## src/design/lcc_pkg.sv

```systemverilog
// Register map, field layout and reset values of the laser current configuration check
package lcc_pkg;

  localparam int unsigned LCC_AW = 6;
  localparam int unsigned LCC_DW = 8;

  // Register offsets
  localparam logic [LCC_AW-1:0] LCC_ADDR_CTRL      = 6'h1A;
  localparam logic [LCC_AW-1:0] LCC_ADDR_CODE      = 6'h1C;
  localparam logic [LCC_AW-1:0] LCC_ADDR_CODE_INV  = 6'h1D;
  localparam logic [LCC_AW-1:0] LCC_ADDR_CTRL_INV  = 6'h1F;
  localparam logic [LCC_AW-1:0] LCC_ADDR_OBSERVE   = 6'h2E;

  // Reset values
  localparam logic [LCC_DW-1:0] LCC_RST_CTRL       = 8'h00;
  localparam logic [LCC_DW-1:0] LCC_RST_CODE       = 8'h00;
  localparam logic [LCC_DW-1:0] LCC_RST_CODE_INV   = 8'hFF;
  localparam logic [LCC_DW-1:0] LCC_RST_CTRL_INV   = 8'hA0;
  localparam logic [LCC_DW-1:0] LCC_RST_OBSERVE    = 8'h00;
  localparam logic [LCC_DW-1:0] LCC_READ_UNMAPPED  = 8'h00;

  // Laser control fields
  localparam int unsigned       LCC_CTRL_RANGE_BIT = 7;
  localparam int unsigned       LCC_CTRL_MATCH_BIT = 5;
  localparam int unsigned       LCC_CTRL_FDIS_BIT  = 0;
  localparam int unsigned       LCC_CTRL_CAL_HI    = 3;
  localparam int unsigned       LCC_CTRL_CAL_LO    = 1;
  localparam logic [LCC_DW-1:0] LCC_CTRL_PAIR_MASK = 8'hA0;
  localparam logic [LCC_DW-1:0] LCC_CODE_PAIR_MASK = 8'hFF;

  // Observation fields
  localparam logic [4:0]        LCC_OBS_ALL_SET    = 5'h1F;
  localparam logic [4:0]        LCC_OBS_CLEARED    = 5'h00;
  localparam logic [0:0]        LCC_OBS_RSVD       = 1'h0;

  // Relative current is (offset + code) / 384: code 0 is 129/384, code 255 is 384/384
  localparam logic [8:0]        LCC_CUR_OFFSET     = 9'h081;
  localparam logic [8:0]        LCC_CUR_FULL_SCALE = 9'h180;

  typedef enum logic [1:0] {
    LCC_ST_RUN   = 2'h0,
    LCC_ST_REST1 = 2'h1,
    LCC_ST_REST2 = 2'h2,
    LCC_ST_REST3 = 2'h3
  } lcc_op_state_t;

  typedef struct packed {
    logic              wr;
    logic              rd;
    logic [LCC_AW-1:0] addr;
    logic [LCC_DW-1:0] wdata;
  } lcc_reg_req_t;

endpackage : lcc_pkg

```

## src/design/lcc_pair_check.sv

```systemverilog
// Complement check between a primary register and its companion over a bit mask
`timescale 1ns/100ps
module lcc_pair_check
  import lcc_pkg::*;
#(
  parameter int unsigned         W    = 8,
  parameter logic [W-1:0]        MASK = '1
) (
  input  wire logic [W-1:0] primary,
  input  wire logic [W-1:0] companion,
  output logic              match
);

  if (W == 0) begin : g_bad_width
    $error("lcc_pair_check: width must be at least one");
  end

  // Every masked bit must differ; unmasked bits are free
  assign match = (((primary ^ companion) & MASK) == MASK);

endmodule : lcc_pair_check

```

## src/design/lcc_top.sv

```systemverilog
// Laser current configuration with complement protection and frame observation
// Operation
// An 8-bit current code register drives the laser current DAC input.
// DAC is linear: code 0 is 33.59 percent, all-ones 100, step 1/384.
// Software writes the inverse code to 0x1D whenever it writes 0x1C.
// Code and companion not inverse: laser off, setting valid flag cleared.
// Either register of each pair may be written first after reset.
// Control bits 7 and 5 need inverses in 0x1F, else laser off, flag cleared.
// Checked continuously; matching pairs again re-enable laser and set flag. The code re-enables the laser only while control bit 0 is clear.
// Frame activity bits set every frame; any write to observation clears them. In the code, a frame in the same cycle as the write wins.
// Operating state field: run 00, rest1 01, rest2 10, rest3 11.
`timescale 1ns/100ps
module lcc_top
  import lcc_pkg::*;
#(
  parameter logic [LCC_DW-1:0] RST_CODE     = LCC_RST_CODE,
  parameter logic [LCC_DW-1:0] RST_CODE_INV = LCC_RST_CODE_INV,
  parameter logic [LCC_DW-1:0] RST_CTRL_INV = LCC_RST_CTRL_INV
) (
  input  wire logic              ref_clk,
  input  wire logic              rst_n,
  input  wire lcc_reg_req_t      reg_req,
  output logic [LCC_DW-1:0]      reg_rdata,
  output logic                   reg_rvalid,
  input  wire logic              frame_tick,
  input  wire lcc_op_state_t     operating_state_field,
  output logic [LCC_DW-1:0]      laser_dac_code,
  output logic [8:0]             laser_rel_current,
  output logic                   laser_enable,
  output logic                   laser_setting_valid,
  output logic                   laser_range,
  output logic                   laser_match,
  output logic [2:0]             laser_cal_mode
);

  // Register file
  logic [LCC_DW-1:0] ctrl_q;
  logic [LCC_DW-1:0] ctrl_d;
  logic [LCC_DW-1:0] code_q;
  logic [LCC_DW-1:0] code_d;
  logic [LCC_DW-1:0] code_inv_q;
  logic [LCC_DW-1:0] code_inv_d;
  logic [LCC_DW-1:0] ctrl_inv_q;
  logic [LCC_DW-1:0] ctrl_inv_d;

  // Observation
  logic [4:0]        obs_q;
  logic [4:0]        obs_d;
  logic [1:0]        mode_q;
  logic [1:0]        mode_d;

  // Read port
  logic [LCC_DW-1:0] rdata_q;
  logic [LCC_DW-1:0] rdata_d;
  logic              rvalid_q;
  logic              rvalid_d;

  // Laser drive
  logic [LCC_DW-1:0] dac_q;
  logic [LCC_DW-1:0] dac_d;
  logic [8:0]        cur_q;
  logic [8:0]        cur_d;
  logic              en_q;
  logic              en_d;
  logic              valid_q;
  logic              valid_d;
  logic              code_match;
  logic              ctrl_match;

  // Elaboration checks: refuse a layout with an unprotected code bit, a wrong full scale or misfit control fields
  if (LCC_CODE_PAIR_MASK != '1) begin : g_bad_code_mask
    $error("lcc_top: every bit of the current code must be protected");
  end
  if (LCC_CUR_OFFSET + {1'b0, LCC_CODE_PAIR_MASK} != LCC_CUR_FULL_SCALE) begin : g_bad_scale
    $error("lcc_top: the all-ones code must reach full scale");
  end
  if (LCC_CTRL_RANGE_BIT >= LCC_DW || LCC_CTRL_MATCH_BIT >= LCC_DW) begin : g_bad_ctrl
    $error("lcc_top: a protected control bit lies outside the register");
  end
  if (LCC_CTRL_CAL_HI - LCC_CTRL_CAL_LO + 1 != $bits(laser_cal_mode)) begin : g_bad_cal
    $error("lcc_top: the calibration field must match its output width");
  end

  // Code pair: all eight bits must be inverted
  lcc_pair_check #(
    .W    (LCC_DW),
    .MASK (LCC_CODE_PAIR_MASK)
  ) u_code_check (
    .primary   (code_q),
    .companion (code_inv_q),
    .match     (code_match)
  );

  // Control pair: only range and match are protected, the rest is free
  lcc_pair_check #(
    .W    (LCC_DW),
    .MASK (LCC_CTRL_PAIR_MASK)
  ) u_ctrl_check (
    .primary   (ctrl_q),
    .companion (ctrl_inv_q),
    .match     (ctrl_match)
  );

  // Register writes: each register stands alone, so no pair imposes a write order
  always_comb begin
    ctrl_d     = ctrl_q;
    code_d     = code_q;
    code_inv_d = code_inv_q;
    ctrl_inv_d = ctrl_inv_q;
    if (reg_req.wr) begin
      case (reg_req.addr)
        LCC_ADDR_CTRL:     ctrl_d     = reg_req.wdata;
        LCC_ADDR_CODE:     code_d     = reg_req.wdata;
        LCC_ADDR_CODE_INV: code_inv_d = reg_req.wdata;
        LCC_ADDR_CTRL_INV: ctrl_inv_d = reg_req.wdata;
        default: begin
        end
      endcase
    end
  end

  // Observation: a frame in the same cycle as a clearing write wins, so no frame is lost
  always_comb begin
    obs_d  = obs_q;
    mode_d = operating_state_field;
    if (reg_req.wr && (reg_req.addr == LCC_ADDR_OBSERVE)) begin
      obs_d = LCC_OBS_CLEARED;
    end
    if (frame_tick) begin
      obs_d = LCC_OBS_ALL_SET;
    end
  end

  // Laser drive follows the check every cycle, so restoring both pairs recovers it while control bit 0 is clear
  always_comb begin
    valid_d = code_match && ctrl_match;
    en_d    = valid_d && !ctrl_q[LCC_CTRL_FDIS_BIT];
    dac_d   = code_q;
    cur_d   = LCC_CUR_OFFSET + {1'b0, code_q};
  end

  // Reads answer one cycle after the request; unmapped offsets read as zero
  always_comb begin
    rvalid_d = reg_req.rd;
    rdata_d  = rdata_q;
    if (reg_req.rd) begin
      case (reg_req.addr)
        LCC_ADDR_CTRL:     rdata_d = ctrl_q;
        LCC_ADDR_CODE:     rdata_d = code_q;
        LCC_ADDR_CODE_INV: rdata_d = code_inv_q;
        LCC_ADDR_CTRL_INV: rdata_d = ctrl_inv_q;
        LCC_ADDR_OBSERVE:  rdata_d = {mode_q, LCC_OBS_RSVD, obs_q};
        default:           rdata_d = LCC_READ_UNMAPPED;
      endcase
    end
  end

  // Register file: default reset values of both pairs agree, so the laser may start on
  always_ff @(posedge ref_clk or negedge rst_n) begin
    if (!rst_n) begin
      ctrl_q     <= LCC_RST_CTRL;
      code_q     <= RST_CODE;
      code_inv_q <= RST_CODE_INV;
      ctrl_inv_q <= RST_CTRL_INV;
    end else begin
      ctrl_q     <= ctrl_d;
      code_q     <= code_d;
      code_inv_q <= code_inv_d;
      ctrl_inv_q <= ctrl_inv_d;
    end
  end

  // Observation
  always_ff @(posedge ref_clk or negedge rst_n) begin
    if (!rst_n) begin
      obs_q  <= LCC_OBS_CLEARED;
      mode_q <= LCC_ST_RUN;
    end else begin
      obs_q  <= obs_d;
      mode_q <= mode_d;
    end
  end

  // Read port: data hold between reads, so a slow host still sees the answer
  always_ff @(posedge ref_clk or negedge rst_n) begin
    if (!rst_n) begin
      rdata_q  <= LCC_READ_UNMAPPED;
      rvalid_q <= 1'b0;
    end else begin
      rdata_q  <= rdata_d;
      rvalid_q <= rvalid_d;
    end
  end

  // Laser drive: held off in reset until the first check has been registered
  always_ff @(posedge ref_clk or negedge rst_n) begin
    if (!rst_n) begin
      dac_q   <= RST_CODE;
      cur_q   <= LCC_CUR_OFFSET;
      en_q    <= 1'b0;
      valid_q <= 1'b0;
    end else begin
      dac_q   <= dac_d;
      cur_q   <= cur_d;
      en_q    <= en_d;
      valid_q <= valid_d;
    end
  end

  assign reg_rdata           = rdata_q;
  assign reg_rvalid          = rvalid_q;
  assign laser_dac_code      = dac_q;
  assign laser_rel_current   = cur_q;
  assign laser_enable        = en_q;
  assign laser_setting_valid = valid_q;
  // Control fields leave straight from the register; the pair check gates only the laser
  assign laser_range         = ctrl_q[LCC_CTRL_RANGE_BIT];
  assign laser_match         = ctrl_q[LCC_CTRL_MATCH_BIT];
  assign laser_cal_mode      = ctrl_q[LCC_CTRL_CAL_HI:LCC_CTRL_CAL_LO];

endmodule : lcc_top

```

## config.mk

```make
export PLATFORM = sky130hd
export DESIGN_NAME = lcc_top
export DESIGN_NICKNAME = d
export VERILOG_FILES = /design/src/design/lcc_pkg.sv /design/src/design/lcc_pair_check.sv /design/src/design/lcc_top.sv
export SDC_FILE = /design/constraint.sdc
export NUM_CORES = 1
export LEC_CHECK = 0
export BUFFER_PORTS_ARGS = -buffer_cell sky130_fd_sc_hd__buf_4
export CAP_MARGIN = 30
export CORE_MARGIN = 2
export CORE_UTILIZATION = 30
export CTS_CLUSTER_DIAMETER = 100
export DETAILED_ROUTE_END_ITERATION = 16
export GPL_TIMING_DRIVEN = 0
export MAX_ROUTING_LAYER = met4
export PLACE_DENSITY_LB_ADDON = 0.12
export SLEW_MARGIN = 20
export SYNTH_ARGS = -nofsm -noshare
export SYNTH_HDL_FRONTEND = slang
export SYNTH_HIERARCHICAL = 1
export SYNTH_SLANG_ARGS = --single-unit
```

## constraint.sdc

```tcl
create_clock -name ref_clk -period 1.7 [get_ports ref_clk]
set_clock_uncertainty 0.05 [all_clocks]
set_input_delay 0.34 -clock ref_clk [delete_from_list [all_inputs] [get_ports ref_clk]]
set_output_delay 0.34 -clock ref_clk [all_outputs]
set_load 0.02 [all_outputs]
```

==> out/results.txt <==
initial antenna violation count -> 0
Syn Nets -> 234
simple-gate portion of the synthesized area -> 0.114
Setup WS post-layout -> 0.0284 ns
number of fillers in the final layout -> 872
port bufs -> 52
Net Sw Power -> 1040 µW
Die Y -> 99.7 µm
Cell Pwr Density -> 1080 nW/µm²
switching portion of total power -> 0.273
crit end category -> flip-flop
Synth Instances -> 212
Seq/Total Area, Yosys -> 0.579
remaining antenna violation count -> 0
clk_lat worst skew -> 0.33 ns
area fraction of the dominant cell type after synthesis -> 0.464
Placed Cells -> 372
met2 usage -> 0.207
Overall Global Routing Usage -> 0.135
Core Box Area -> 8810 µm²
Min Hold Slack -> 0.0234 ns
Hold Fails Final Rpt -> 0
synthesis-to-layout area growth -> 28.2%
peak supply drop -> 420 µV
H-tree levels -> 3
post-synthesis mux area share -> 0.154
Setup Viol. Count Final -> 0
crit start category -> input port
r2r setup slk -> 0.06 ns
Iteration-0 DRC Markers -> 67
overflow left after global routing -> 0
area leader, netlist -> dfrtp_1
CTS sink cnt -> 63
Post-Synth Adder-Cell Area -> 0.00455
Post-synth EDFFs -> 0
synth warn -> 6
CTS tree -> yes
FF+latch area -> 1590 µm²
Total Routed Length -> 6.13 mm
post-route insts no fill -> 391
Post-Synth XOR/XNOR Area -> 0.0510
DRC -> 0
crit share post-route -> 0.983
vias in the first global route -> 1,867
area taken by multi-input logic gates -> 1060 µm²
cts bufs inserted -> 9
DP Wirelength -> 4.26 mm
power share of the sequential group -> 0.486
Post-CTS Hold Fix Bufs -> 0
Slew @ Worst Pin -> 0.799 ns
outcome -> complete, no violations
share of cells above drive strength 1 -> 0.452
Placer Congestion -> 0.732
main combinational cell family by area after synthesis -> multiplexers
Async SR Flop Fraction -> 1.00
post-layout min period -> 1.67 ns
Reg2Reg Depth -> 4
worst-case clock buffer depth -> 2
Reg clk slew, reported paths -> 0.07 ns
Die X -> 99.7 µm
Worst EP required -> 1.84 ns
Clock Root Buffer -> clkbuf_8
Slew HR -> 0.468
drt pass-1 iters -> 4
met1 GRT Util -> 0.172
CP Max Fanout -> 9
Main synth FF type -> dfrtp_1
pre-CTS WS -> -0.325 ns
vias post-DR -> 1,835
r2r endpoint -> reg_rdata[2]
Core Rows -> 34
Starting Density -> 0.312
Leak Pwr -> 0.00166 µW
RSZ-0062 raised after global routing -> no
flops & latches, synth -> 63
GRT busiest layer -> met2
Die ar. -> 9940 µm²
Avg Inst Size Synth -> 13.0 µm²
clock group share of total power -> 0.347
FF-to-FF Start -> code_q[2]
Compound-Gate Fraction of Synth Area -> 0.0583
Cell variety after synth -> 38
most frequent cells in the layout -> buf_4 (61), dfrtp_1 (51), mux2_2 (30)
Mapped Area -> 2750 µm²
combinational share of power -> 0.167
Max Cap Viol -> 0
Placed Area -> 3270 µm²
Slew Viols, Final -> 0
vias per cell -> 4.69
nets -> 301
met3 Use GR -> 0.0274
f_max -> 0.598 GHz
global-route wire length before repair -> 9.82 mm
commonest non-fill, non-tap cell in the layout -> buf_4
Crit Path Class -> in -> reg
Non-Filler Cell Area, Final -> 3520 µm²
largest net degree at the start of global routing -> 64
P_int -> 2770 µW
# diodes -> 0
Ports -> 54
post-DR wirelength/cell -> 15.7 µm
synth top area cells -> dfrtp_1 (46%), mux2_2 (12%), dfstp_2 (11%)
worst path arrival time -> 1.81 ns
worst min path class -> in -> async
-- registers in the layout (all words and copies together), names as in the netlist --
register / count
laser_rel_current: 9
code_inv_q: 8
code_q: 8
ctrl_inv_q: 8
ctrl_q: 8
laser_dac_code: 8
reg_rdata: 8
mode_q: 2
laser_enable: 1
laser_setting_valid: 1
obs_q: 1
reg_rvalid: 1
-- power groups by stage --
stage | sequential, µW | clock (µW) | combinational (µW)
2_1_floorplan | 1950 | 0 | 265
4_1_cts | 1850 | 1350 | 645
3_3_place_gp | 1880 | 0 | 638
3_5_place_dp | 1880 | 0 | 643
5_1_grt | 1880 | 1420 | 689
6_report | 1850 | 1320 | 634
-- critical path, cell delays in order --
cell and delay (ns):
buf_4 0.13, nand2b_1 0.06, buf_4 0.18, nor4_4 0.06
buf_4 0.16, buf_4 0.14, a2111oi_0 0.60, o22ai_1 0.14
-- through the flow --
step / total power (µW) / setup TNS, ns / utilization
after floorplan: 2210 / 0 / -
after global placement: 2520 / -8.05 / 0.372
after detailed placement: 2520 / -8.28 / 0.372
after CTS: 3850 / 0 / 0.394
after global routing: 3990 / 0 / 0.400
final: 3810 / 0 / 0.400
-- metal layers --
metal / vias up / share of wire
li1: 892 / -
met1: 904 / 0.47
met2: 30 / 0.48
met3: 9 / 0.032
met4: 0 / 0.018
met5: - / 0
-- area by class of cell --
type / count / share of cell area
plain buffers: 8 / 0.0153
clock buffers: 12 / 0.0440
clock inverters: 3 / 0.0121
inverters: 14 / 0.0149
multi-input cells: 127 / 0.301
flip-flops and latches: 63 / 0.452
well taps: 108 / 0.0384
repair buffers: 56 / 0.123
-- worst max path at each step --
stage	from	to	slack (ns)	cells past startpoint
floorplan	reg_req[10]	code_q[1]	0.02	4
global placement	reg_req[13]	ctrl_q[5]	-0.33	6
detailed placement	reg_req[13]	ctrl_q[5]	-0.32	6
CTS	reg_req[13]	ctrl_q[5]	0.03	6
global route	reg_req[8]	reg_rdata[1]	0.002	6
finish	reg_req[12]	reg_rdata[2]	0.03	8
-- repair_timing --
action	in CTS	in global routing
endpoints found under the setup margin	0	18
buffers inserted	0	4
resized for setup	0	3
hold endpoints to repair	0	0
-- cell usage after synthesis, types with 4 or more instances --
cell type  instances
a2111oi_0          5
buf_4              6
dfrtp_1           51
dfstp_2           12
inv_1             14
mux2_2            30
mux2i_1            7
nand2_1            9
nand4_1            4
nor2_1             9
nor3_1            12
o22ai_1            5
xnor2_1            5
xor2_1            11
-- logic make-up (layout without fill, tap and decap cells) --
family,Yosys count,count (layout)
DFF,63,63
and+or+nand+nor,50,50
muxes,38,38
AOI/OAI and AO/OA,22,22
buffers and inverters,22,93
xor gates and xnor gates,16,16
adders and majority gates,1,1
(Power assumes the default switching activity.)
